**config.mk**
```make
export PLATFORM = sky130hd
export DESIGN_NAME = aur_receiver
export DESIGN_NICKNAME = d
export VERILOG_FILES = /design/src/include/aur_pkg.sv /design/src/include/aur_fifo_if.sv /design/src/logic/aur_sync.sv /design/src/logic/aur_fifo.sv /design/src/logic/aur_receiver.sv
export SDC_FILE = /design/constraint.sdc
export NUM_CORES = 1
export LEC_CHECK = 0
export ABC_AREA = 1
export ABC_CLOCK_PERIOD_IN_PS = 3200
export BUFFER_PORTS_ARGS = -buffer_cell sky130_fd_sc_hd__buf_4
export CORE_MARGIN = 8
export CORE_UTILIZATION = 50
export CTS_CLUSTER_DIAMETER = 150
export DETAILED_ROUTE_END_ITERATION = 10
export GPL_ROUTABILITY_DRIVEN = 0
export PLACE_DENSITY = 0.78
export SETUP_SLACK_MARGIN = 0.5
export SLEW_MARGIN = 10
export SYNTH_ARGS = -nofsm -noshare
export SYNTH_HDL_FRONTEND = slang
export SYNTH_HIERARCHICAL = 1
export SYNTH_SLANG_ARGS = --single-unit
export TNS_END_PERCENT = 100
```
**constraint.sdc**
```tcl
create_clock -name clk_in -period 3.2 [get_ports clk_in]
set_clock_uncertainty 0.15 [all_clocks]
set_input_delay 0.96 -clock clk_in [delete_from_list [all_inputs] [get_ports clk_in]]
set_output_delay 0.96 -clock clk_in [all_outputs]
set_load 0.02 [all_outputs]
```
**src/include/aur_pkg.sv**
```systemverilog
/*
 * Constants, register map and state type of the asynchronous receiver.
 * Assumes a 16x baud tick from an external baud rate generator.
 */
package aur_pkg;

    // ************************************************************
    // Register bus
    // ************************************************************
    localparam int ADDR_W = 8;
    localparam int DATA_W = 8;
    localparam logic [ADDR_W-1:0] ADDR_CTRL   = 8'h00;
    localparam logic [ADDR_W-1:0] ADDR_STATUS = 8'h04;
    localparam logic [ADDR_W-1:0] ADDR_DATA   = 8'h08;
    localparam logic [DATA_W-1:0] CTRL_RESET  = 8'h00;
    localparam logic [DATA_W-1:0] READ_ZERO   = 8'h00;

    // Control bits
    localparam int CTRL_PORT_EN  = 0;
    localparam int CTRL_RX_EN    = 1;
    localparam int CTRL_NINE     = 2;
    localparam int CTRL_ADDR_DET = 3;
    localparam int CTRL_SYNC     = 4;
    localparam int CTRL_RX_IE    = 5;
    localparam int CTRL_PER_IE   = 6;
    localparam int CTRL_GLB_IE   = 7;

    // Status bits
    localparam int STAT_NINTH = 0;
    localparam int STAT_OVR   = 1;
    localparam int STAT_FRAME = 2;
    localparam int STAT_IDLE  = 3;
    localparam int STAT_FLAG  = 4;

    // ************************************************************
    // Character entry and timing
    // ************************************************************
    localparam int ENTRY_W    = 10;
    localparam int ENT_NINTH  = 8;
    localparam int ENT_FRAME  = 9;
    localparam int FIFO_DEPTH = 2;
    localparam int OVERSAMPLE = 16;

    localparam logic [3:0] SAMPLE_FIRST = 4'h7;
    localparam logic [3:0] SAMPLE_MID   = 4'h8;
    localparam logic [3:0] SAMPLE_LAST  = 4'h9;
    localparam logic [3:0] LAST_BIT_8   = 4'h7;
    localparam logic [3:0] LAST_BIT_9   = 4'h8;

    typedef enum logic [1:0] {
        AUR_IDLE,
        AUR_START,
        AUR_DATA,
        AUR_STOP
    } aur_state_t;

endpackage : aur_pkg

```
**src/include/aur_fifo_if.sv**
```systemverilog
/*
 * Link between the receiver core and its character store.
 * Assumes one clock shared by both ends.
 */
`timescale 1ns/1ps
interface aur_fifo_if #(parameter int W = 10);
    logic         push;
    logic [W-1:0] wdata;
    logic         pop;
    logic         flush;
    logic [W-1:0] head;
    logic         empty;
    logic         full;

    modport producer (output push, wdata, pop, flush,
                      input  head, empty, full);
    modport store    (input  push, wdata, pop, flush,
                      output head, empty, full);
endinterface : aur_fifo_if

```
**src/logic/aur_sync.sv**
```systemverilog
/*
 * Two-flop synchroniser for the receive pin.
 * Assumes the pin idles high, so both flops reset high.
 */
`timescale 1ns/1ps
module aur_sync
(
    input  wire logic clk_in,
    input  wire logic rst_in,
    input  wire logic d_in,
    output logic      q_out
);
    logic meta;

    always_ff @(posedge clk_in or posedge rst_in)
    begin
        if (rst_in)
        begin
            meta  <= 1'b1;
            q_out <= 1'b1;
        end
        else
        begin
            meta  <= d_in;
            q_out <= meta;
        end
    end
endmodule : aur_sync

```
**src/logic/aur_fifo.sv**
```systemverilog
/*
 * Character store: each entry keeps data, ninth bit and framing bit.
 * Assumes the producer never pushes while full nor pops while empty.
 */
`timescale 1ns/1ps
module aur_fifo #(
    parameter int DEPTH = 2,
    parameter int W     = 10
)
(
    input  wire logic   clk_in,
    input  wire logic   rst_in,
    aur_fifo_if.store   port
);
    localparam int PW = (DEPTH > 1) ? $clog2(DEPTH) : 1;
    localparam int CW = $clog2(DEPTH + 1);

    if (DEPTH < 2)
        $error("aur_fifo needs at least two entries");

    logic [W-1:0]  mem [DEPTH];
    logic [PW-1:0] wptr;
    logic [PW-1:0] rptr;
    logic [CW-1:0] count;

    function automatic logic [PW-1:0] bump(input logic [PW-1:0] p);
        bump = (p == PW'(DEPTH - 1)) ? '0 : PW'(p + 1'b1);
    endfunction : bump

    assign port.empty = (count == '0);
    assign port.full  = (count == CW'(DEPTH));
    assign port.head  = mem[rptr];

    always_ff @(posedge clk_in)
    begin
        if (port.push)
            mem[wptr] <= port.wdata;
    end

    always_ff @(posedge clk_in or posedge rst_in)
    begin
        if (rst_in)
        begin
            wptr  <= '0;
            rptr  <= '0;
            count <= '0;
        end
        else if (port.flush)
        begin
            wptr  <= '0;
            rptr  <= '0;
            count <= '0;
        end
        else
        begin
            if (port.push)
                wptr <= bump(wptr);
            if (port.pop)
                rptr <= bump(rptr);
            if (port.push && !port.pop)
                count <= CW'(count + 1'b1);
            else if (port.pop && !port.push)
                count <= CW'(count - 1'b1);
        end
    end
endmodule : aur_fifo

```
**src/logic/aur_receiver.sv**
```systemverilog
/*
 * Asynchronous serial receiver with a small character store,
 * framing and overrun status, nine-bit and address-detect modes.
 * Assumes baud_tick_in is a one-cycle pulse at 16x the bit rate,
 * made on clk_in; the receive pin is asynchronous.
 */
// Design decisions made here: the register offsets and strobed register access.
`timescale 1ns/1ps
module aur_receiver #(
    parameter int FIFO_DEPTH = aur_pkg::FIFO_DEPTH
)
(
    input  wire logic                       clk_in,
    input  wire logic                       rst_in,
    input  wire logic                       receive_pin_in,
    input  wire logic                       baud_tick_in,
    input  wire logic [aur_pkg::ADDR_W-1:0] reg_addr_in,
    input  wire logic [aur_pkg::DATA_W-1:0] reg_wdata_in,
    input  wire logic                       reg_wr_in,
    input  wire logic                       reg_rd_in,
    output logic      [aur_pkg::DATA_W-1:0] reg_rdata_out,
    output logic                            receive_flag_out,
    output logic                            receive_irq_out
);

    // ************************************************************
    // Control register
    // ************************************************************
    logic [aur_pkg::DATA_W-1:0] ctrl;
    logic port_en;
    logic rx_en;
    logic nine;
    logic addr_det;
    logic run;

    always_ff @(posedge clk_in or posedge rst_in)
    begin
        if (rst_in)
            ctrl <= aur_pkg::CTRL_RESET;
        else if (reg_wr_in && reg_addr_in == aur_pkg::ADDR_CTRL)
            ctrl <= reg_wdata_in;
    end

    assign port_en  = ctrl[aur_pkg::CTRL_PORT_EN];
    assign rx_en    = ctrl[aur_pkg::CTRL_RX_EN];
    assign nine     = ctrl[aur_pkg::CTRL_NINE];
    assign addr_det = ctrl[aur_pkg::CTRL_ADDR_DET];
    assign run      = port_en && rx_en && !ctrl[aur_pkg::CTRL_SYNC];

    // ************************************************************
    // Pin sampling and oversampling phase
    // ************************************************************
    logic                rx_s;
    logic                rx_prev;
    logic                fall;
    logic [3:0]          phase;
    logic                v0;
    logic                v1;
    logic                eval;
    logic                vote;
    aur_pkg::aur_state_t state;

    aur_sync u_sync
    (
        .clk_in (clk_in),
        .rst_in (rst_in),
        .d_in   (receive_pin_in),
        .q_out  (rx_s)
    );

    function automatic logic majority(input logic a, b, c);
        majority = (a & b) | (a & c) | (b & c);
    endfunction : majority

    always_ff @(posedge clk_in or posedge rst_in)
    begin
        if (rst_in)
            rx_prev <= 1'b1;
        else
            rx_prev <= rx_s;
    end

    assign fall = rx_prev && !rx_s;

    // Phase wraps every sixteen ticks, so one bit time per wrap
    always_ff @(posedge clk_in or posedge rst_in)
    begin
        if (rst_in)
            phase <= '0;
        else if (state == aur_pkg::AUR_IDLE)
            phase <= '0;
        else if (baud_tick_in)
            phase <= 4'(phase + 1'b1);
    end

    always_ff @(posedge clk_in or posedge rst_in)
    begin
        if (rst_in)
        begin
            v0 <= 1'b1;
            v1 <= 1'b1;
        end
        else if (baud_tick_in)
        begin
            if (phase == aur_pkg::SAMPLE_FIRST)
                v0 <= rx_s;
            if (phase == aur_pkg::SAMPLE_MID)
                v1 <= rx_s;
        end
    end

    assign eval = baud_tick_in && (phase == aur_pkg::SAMPLE_LAST);
    assign vote = majority(v0, v1, rx_s);

    // ************************************************************
    // Character state machine
    // ************************************************************
    logic [3:0] bit_idx;
    logic [3:0] last_bit;
    logic [8:0] shreg;

    assign last_bit = nine ? aur_pkg::LAST_BIT_9 : aur_pkg::LAST_BIT_8;

    always_ff @(posedge clk_in or posedge rst_in)
    begin
        if (rst_in)
            state <= aur_pkg::AUR_IDLE;
        else if (!run)
            state <= aur_pkg::AUR_IDLE;
        else
        begin
            case (state)
                aur_pkg::AUR_IDLE:
                    if (fall)
                        state <= aur_pkg::AUR_START;
                aur_pkg::AUR_START:
                    if (eval)
                        state <= vote ? aur_pkg::AUR_IDLE
                                      : aur_pkg::AUR_DATA;
                aur_pkg::AUR_DATA:
                    if (eval && bit_idx == last_bit)
                        state <= aur_pkg::AUR_STOP;
                aur_pkg::AUR_STOP:
                    if (eval)
                        state <= aur_pkg::AUR_IDLE;
                default:
                    state <= aur_pkg::AUR_IDLE;
            endcase
        end
    end

    always_ff @(posedge clk_in or posedge rst_in)
    begin
        if (rst_in)
            bit_idx <= '0;
        else if (state != aur_pkg::AUR_DATA)
            bit_idx <= '0;
        else if (eval)
            bit_idx <= 4'(bit_idx + 1'b1);
    end

    // New bits enter at the top, so the first bit ends lowest
    always_ff @(posedge clk_in or posedge rst_in)
    begin
        if (rst_in)
            shreg <= '0;
        else if (state == aur_pkg::AUR_DATA && eval)
            shreg <= {vote, shreg[8:1]};
    end

    // ************************************************************
    // Hand-off to the store and overrun
    // ************************************************************
    logic                        done;
    logic [7:0]                  char_low;
    logic                        char_ninth;
    logic                        accept;
    logic                        overrun;
    logic [aur_pkg::ENTRY_W-1:0] entry;

    aur_fifo_if #(.W(aur_pkg::ENTRY_W)) fifo_if ();

    aur_fifo #(
        .DEPTH (FIFO_DEPTH),
        .W     (aur_pkg::ENTRY_W)
    ) u_fifo (
        .clk_in (clk_in),
        .rst_in (rst_in),
        .port   (fifo_if.store)
    );

    assign done       = (state == aur_pkg::AUR_STOP) && eval && run;
    assign char_low   = nine ? shreg[7:0] : shreg[8:1];
    assign char_ninth = nine && shreg[8];
    // Stop level and ninth bit travel with the entry
    assign entry      = {!vote, char_ninth, char_low};
    // With address detect in nine-bit mode, data characters vanish here
    assign accept     = done && !(addr_det && nine && !char_ninth);

    assign fifo_if.push  = accept && !overrun && !fifo_if.full;
    assign fifo_if.wdata = entry;
    assign fifo_if.flush = !port_en;

    always_ff @(posedge clk_in or posedge rst_in)
    begin
        if (rst_in)
            overrun <= 1'b0;
        else if (!port_en || !rx_en)
            overrun <= 1'b0;
        else if (accept && fifo_if.full)
            overrun <= 1'b1;
    end

    // ************************************************************
    // Register reads, flag and request
    // ************************************************************
    logic                       head_frame;
    logic                       head_ninth;
    logic [aur_pkg::DATA_W-1:0] status;
    logic                       rd_data;

    assign rd_data     = reg_rd_in && reg_addr_in == aur_pkg::ADDR_DATA;
    assign fifo_if.pop = rd_data && !fifo_if.empty;
    // Framing and ninth bit follow the oldest entry, no clearing
    assign head_frame  = !fifo_if.empty
                         && fifo_if.head[aur_pkg::ENT_FRAME];
    assign head_ninth  = !fifo_if.empty
                         && fifo_if.head[aur_pkg::ENT_NINTH];

    always_comb
    begin
        status                     = '0;
        status[aur_pkg::STAT_NINTH] = head_ninth;
        status[aur_pkg::STAT_OVR]   = overrun;
        status[aur_pkg::STAT_FRAME] = head_frame;
        status[aur_pkg::STAT_IDLE]  = state == aur_pkg::AUR_IDLE;
        status[aur_pkg::STAT_FLAG]  = receive_flag_out;
    end

    always_ff @(posedge clk_in or posedge rst_in)
    begin
        if (rst_in)
            reg_rdata_out <= aur_pkg::READ_ZERO;
        else if (reg_rd_in)
        begin
            case (reg_addr_in)
                aur_pkg::ADDR_CTRL:   reg_rdata_out <= ctrl;
                aur_pkg::ADDR_STATUS: reg_rdata_out <= status;
                aur_pkg::ADDR_DATA:   reg_rdata_out <=
                    fifo_if.empty ? aur_pkg::READ_ZERO
                                  : fifo_if.head[7:0];
                default:              reg_rdata_out <= aur_pkg::READ_ZERO;
            endcase
        end
    end

    // Flag is store occupancy gated by port_en and rx_en; no status write clears it
    assign receive_flag_out = port_en && rx_en && !fifo_if.empty;
    // Framing bit plays no part in the request
    assign receive_irq_out  = receive_flag_out
                              && ctrl[aur_pkg::CTRL_RX_IE]
                              && ctrl[aur_pkg::CTRL_PER_IE]
                              && ctrl[aur_pkg::CTRL_GLB_IE];
endmodule : aur_receiver

```
* Word level (Yosys, flattened, before mapping)
Memories as Yosys holds them, arrays and structs flattened.
Index checks and enable logic that the tools add are counted.
** Cells by class
- $add $sub $neg :: 6
- Eq/ne operators :: 18
- Mux-type cells :: 28
- Bitwise operators :: 5
- Reduce and logical (&&, ||, !) cells :: 48
** Operators with widths (number)
- 1-bit logical AND :: 26
- 8-bit one-hot mux with 3 select lines :: 1
- 4-bit 2-to-1 mux :: 5
- 2-bit 2-to-1 mux :: 9
- 8-bit 2-to-1 mux :: 2
- 1-bit logical NOT :: 12
- 3-bit inequality test, second input constant :: 4
- 1-bit 2-to-1 mux :: 10
- 4-bit by 1-bit adder with 4-bit output, second input constant :: 2
- 4-bit equality test, second input constant :: 2
- 8-bit by 3-bit equality test with 1-bit output, second input constant :: 1
- 8-bit by 4-bit equality test with 1-bit output, second input constant :: 1
- 8-bit logical NOT :: 1
- 2-bit one-hot mux with 4 select lines :: 1
- 2-bit equality test, second input constant :: 3
- 2-bit nonzero test :: 3
- 4-bit by 3-bit equality test with 1-bit output, second input constant :: 1
- 4-bit equality test :: 1
- 2-bit logical NOT :: 2
- 2-bit by 1-bit inequality test with 1-bit output, second input constant :: 2
- 2-bit AND reduction :: 2
- 4-bit AND reduction :: 1
- 1-bit bitwise AND :: 3
- 3-bit by 1-bit inequality test with 1-bit output, second input constant :: 1
- other kinds (7) :: 9
** Word-level totals
- Bits in registers :: 45
- Bits in writable memories :: 20
- Input port bits :: 22
- Output and inout port bits :: 10
- Word-level logic and storage cells :: 121
- Memories kept :: 1
** Memories
- u_fifo.mem :: words 2, width 10, rd ports 1, clocked after memory_dff 0, wr ports 1, RTL line aur_fifo.sv:21 : logic [W-1:0] mem [DEPTH];

* Depth between registers and ports, before layout
- Word-level depth :: 12
- Mapped depth :: 11
- Gate-level depth less buffers :: 11

* Hierarchy
Netlist, hierarchy kept.
** Modules (own cells, without submodules)
- aur_receiver :: instances 1, cells an instance 284, area each 2120.8 um^2, sequential area each 979.7 um^2
- aur_fifo :: instances 1, cells an instance 64, area each 980.9 um^2, sequential area each 700.7 um^2
- aur_sync :: instances 1, cells an instance 3, area each 56.3 um^2, sequential area each 52.6 um^2

* Worst setup path before layout
No wires, ideal clock.
- Path type :: input to register
- Start point :: input port baud_tick_in
- End point :: memory u_fifo.mem[0][0], enable pin
- Setup time :: 0.376 ns
- Data arrival time :: 2.189 ns
- Required time :: 2.674 ns
- Slack :: 0.485 ns
- Stages on the path :: 6
- Buffers on the path :: 0
- Cells stage by stage :: nand2_2 > nor3_4 > nand3_1 > nor3_1 > inv_1 > nor2_1
** Between the ends
- Longest elaborated chain between the ends :: 8
** Ends and longest elaborated chain
- start: declaration :: RTL line aur_receiver.sv:16 : input wire logic baud_tick_in,
- 1-bit logical AND :: RTL line aur_receiver.sv:112 : assign eval = baud_tick_in && (phase == aur_pkg::SAMPLE_LAST);
- 1-bit logical AND (2 in series) :: RTL line aur_receiver.sv:192 : assign done = (state == aur_pkg::AUR_STOP) && eval && run;
- 1-bit logical AND :: RTL line aur_receiver.sv:198 : assign accept = done && !(addr_det && nine && !char_ninth);
- 1-bit logical AND (2 in series) :: RTL line aur_receiver.sv:200 : assign fifo_if.push = accept && !overrun && !fifo_if.full;
- named net fifo_if.push :: RTL line aur_fifo_if.sv:7 : logic push;
- 1-bit 2-to-1 mux :: RTL line aur_fifo.sv:36 : if (port.push)
- 1-bit 2-to-1 mux (not written as such) :: RTL line aur_fifo.sv:37 : mem[wptr] <= port.wdata;
- end: declaration :: RTL line aur_fifo.sv:21
The timed path passes the listed nets, and every way through them passes these cells.

* Worst setup path in the final report
- Start point :: register u_fifo.count[0]
- End point :: output port receive_flag_out
** Between the ends
- Longest elaborated chain between the ends :: 3
** Ends and longest elaborated chain
- start: declaration :: RTL line aur_fifo.sv:24 : logic [CW-1:0] count;
- start signal: assignment :: RTL line aur_fifo.sv:61 : count <= CW'(count + 1'b1);
- start signal: assignment :: RTL line aur_fifo.sv:63 : count <= CW'(count - 1'b1);
- 2-bit logical NOT :: RTL line aur_fifo.sv:30 : assign port.empty = (count == '0);
- named net fifo_if.empty :: RTL line aur_fifo_if.sv:12 : logic empty;
- 1-bit logical NOT :: RTL line aur_receiver.sv:258 : assign receive_flag_out = port_en && rx_en && !fifo_if.empty;
- 1-bit logical AND :: RTL line aur_receiver.sv:258
- end: declaration :: RTL line aur_receiver.sv:22 : output logic receive_flag_out,
The timed path passes the listed nets, and every way through them passes these cells.

==> qor.yml <==
synth:
  synth_edf_count: 20
  synth_commonest_cells: "104 x nand2_1, 40 x dfrtp_1, 40 x inv_1, 31 x nand3_1, 22 x nor2_1"
  yosysTopAreaCellShare: 0.317
  synth_top_area_cell: "dfrtp_1"
  synthCells: 351
  synthArstFlopShare: 0.692
  ys_warn_count: 6
  synth_flop_cell: "dfrtp_1"
  synth_area_leaders: "dfrtp_1 32%, edfxtp_1 19%, nand2_1 12%, nand3_1 4.9%, inv_1 4.8%"
  avgSynthCellArea_sq_um: 9.00
  synth_area_sq_mm: 0.00316
  synth_nets: 377
  yosysSeqAreaShare: 0.549
  ys_ff_latch: 65
  ys_types: 33
  synth.most_common_cell: "nand2_1"
worst_setup_path:
  slowest_delay_ps: 420
  r2r-end: "u_fifo/mem[1][5]$_DFFE_PP_"
  cp_cell_sequence: "nor2_1 > nor2_1 > buf_4"
  crit_path_max_fanout: 4
  crit_path_start: "u_fifo/count[0]$_DFFE_PP0P_"
  cpMaxStageDelayCell: "dfrtp_1"
  r2r_start: "ctrl[1]$_DFFE_PP0P_"
  cp.required_ps: 2090
  critPathLaunchType: "flop"
  path_class: "reg -> out"
  crit_arrival_ps: 1380
  reg2reg_depth: 8
  crit_path_frequent_cell: "nor2_1"
  r2r_slack_ps: 860
  end_kind: "primary output"
placed_design:
  dpl.hpwl_mm: 4.76
  portBuffers: 31
  post_dp_cell_area_sq_mm: 0.00348
  dp_slack_ps: 413
  dp_cells: 456
clock_tree:
  cts_max_level: 3
  hold_buffers: 0
  cts_buffers: 9
  cts_tree: "built"
  cts_resized: 0
  clock_latency_ps: 340
  clk_pin_slew_ps: 70
  cts-root-buf: "clkbuf_8"
  cts.sinks: 65
  post_cts_buffers: 0
  cts_buffer_depth: 2
routing:
  wl_met3_um: 469
  drt_iter0_markers: 150
  dr.pass1.iters: 4
  drcViolationCount: 0
  wl_met1_mm: 2.81
  viasPerCell: 5.07
  wl_met2_mm: 3.10
  post_drt_wl_per_cell_um: 13.7
  top_layer: "met4"
  ant_nets: 0
  vias: 2391
  wl_mm: 6.46
timing:
  hold_violations: 0
  grt_setup_unrepaired: "false"
  slew_headroom: 0.595
  worstMarginPinSlew_ps: 608
  setup_tns_ps: 0
  timing.fmax_mhz: 402
  drv_slew: 0
  post-route-period-util: 0.778
  finalWorstSetupSlack_ps: 712
  setup_viol: 0
  min_period_ps: 2490
finish:
  fin_nets: 416
  drive_above_1_share: 0.192
  fill_cells: 527
  finalNonFillerCells: 472
  n_antenna_cell: 0
  area_growth_pct: 17.3
  final_area_sq_mm: 0.00370
floorplan:
  start_util: 0.506
  die_h_um: 95.5
  die-area_sq_mm: 0.00912
  die_x_um: 95.5
  core_sq_mm: 0.00624
  io_pins: 32
  rows: 29
global_routing:
  track_usage: 0.152
  antenna_found_initial: 0
  grt_pass1_wl_mm: 10.6
  grt_pass1_vias: 2252
  grt_max_degree: 40
  gr-total-overflow: 0
outcome:
  status: "complete, no violations"
pwr:
  p_per_area_mw_per_mm2: 487
  ir_drop_uv: 331
  leakage_nw: 1.73
  p_total_mw: 1.80
job:
  maxCapViolations: 0
min_path:
  hold_start: "u_sync/meta$_DFF_PP1_"
  hold_path_depth: 0
  hold_path_end: "u_sync/q_out$_DFF_PP1_"
  hold_path.class: "reg -> reg"
## cell families (layout without fill, tap and decap cells)
| kind of cell | Yosys count | in the layout | share of synthesized area |
|---|---|---|---|
| multiplexers | 10 | 10 | 0.0452 |
| AO/OA/AOI/OAI | 41 | 41 | 0.0697 |
| flip-flops | 65 | 65 | 0.549 |
| adder cells (fa/ha/maj) | 4 | 4 | 0.0158 |
| buffers and inverters | 50 | 94 | 0.0658 |
| AND/OR/NAND/NOR | 180 | 180 | 0.252 |
| XOR/XNOR | 1 | 1 | 0.00277 |
## per-layer routing
| metal | up-vias | track usage |
|---|---|---|
| met5 | - | 0 |
| li1 | 1220 | - |
| met2 | 57 | 0.248 |
| met4 | 0 | 0.0653 |
| met3 | 8 | 0.0449 |
| met1 | 1106 | 0.184 |
## state kept, by name, summed over array words and instances, names as in the netlist
name	flops
u_sync/q_out	1
shreg	9
bit_idx	4
u_sync/meta	1
u_fifo/wptr	1
u_fifo/count	2
u_fifo/rptr	1
rx_prev	1
state	2
v0	1
v1	1
reg_rdata_out	8
phase	4
ctrl	8
overrun	1
u_fifo/mem	20
## how the worst max path moves through the flow
stage	slack, ps	end
2_1_floorplan	650	u_fifo/mem[0][0]$_DFFE_PP_
3_3_place_gp	490	u_fifo/mem[0][1]$_DFFE_PP_
3_5_place_dp	410	u_fifo/mem[0][1]$_DFFE_PP_
4_1_cts	730	receive_flag_out
5_1_grt	570	u_fifo/mem[1][9]$_DFFE_PP_
6_report	710	receive_flag_out
## power breakdown
part / switching (mW) / total (mW) / internal (mW)
combinational: 0.0914 / 0.146 / 0.0549
clock: 0.313 / 0.760 / 0.447
sequential: 0.0249 / 0.898 / 0.873
## through the flow
step	utilization	hold WS, ps
2_1_floorplan	-	195
3_3_place_gp	0.557	199
3_5_place_dp	0.557	199
4_1_cts	0.593	209
5_1_grt	0.594	214
6_report	0.594	206
## critical path: cells and delay by family, from the launching register on
family,cells,cell delay (ps)
buf+inv,1,180
flops,1,420
simple gates,2,450
## cell type report
cell class | count | area, sq um | share of cell area
tap | 77 | 96.3 | 0.0260
clock inverter | 4 | 46.3 | 0.0125
timing repair buffer | 36 | 270 | 0.0729
inverter | 42 | 158 | 0.0426
sequential | 65 | 1730 | 0.468
multi-input combinational | 236 | 1220 | 0.331
clock buffer | 12 | 176 | 0.0476
## cell usage in the layout, fill, tap and decap left out, drive strengths merged
cell    synthesis  final
buf             5     36
dfstp           5      5
or2             1      1
nor2           24     24
xnor2           1      1
clkinv          2      4
nand3          31     31
nor3            6      6
nand3b          8      8
mux2           10     10
o22ai           1      1
inv            40     41
o21ai          27     27
bufinv          0      1
a211oi          1      1
nor4            1      1
a31oi           1      1
ha              4      4
dfrtp          40     40
nand2         106    106
a21oi          11     11
nand4           3      3
edfxtp         20     20
clkbuf          3     12
No activity file was read; power rests on OpenSTA's default activity.
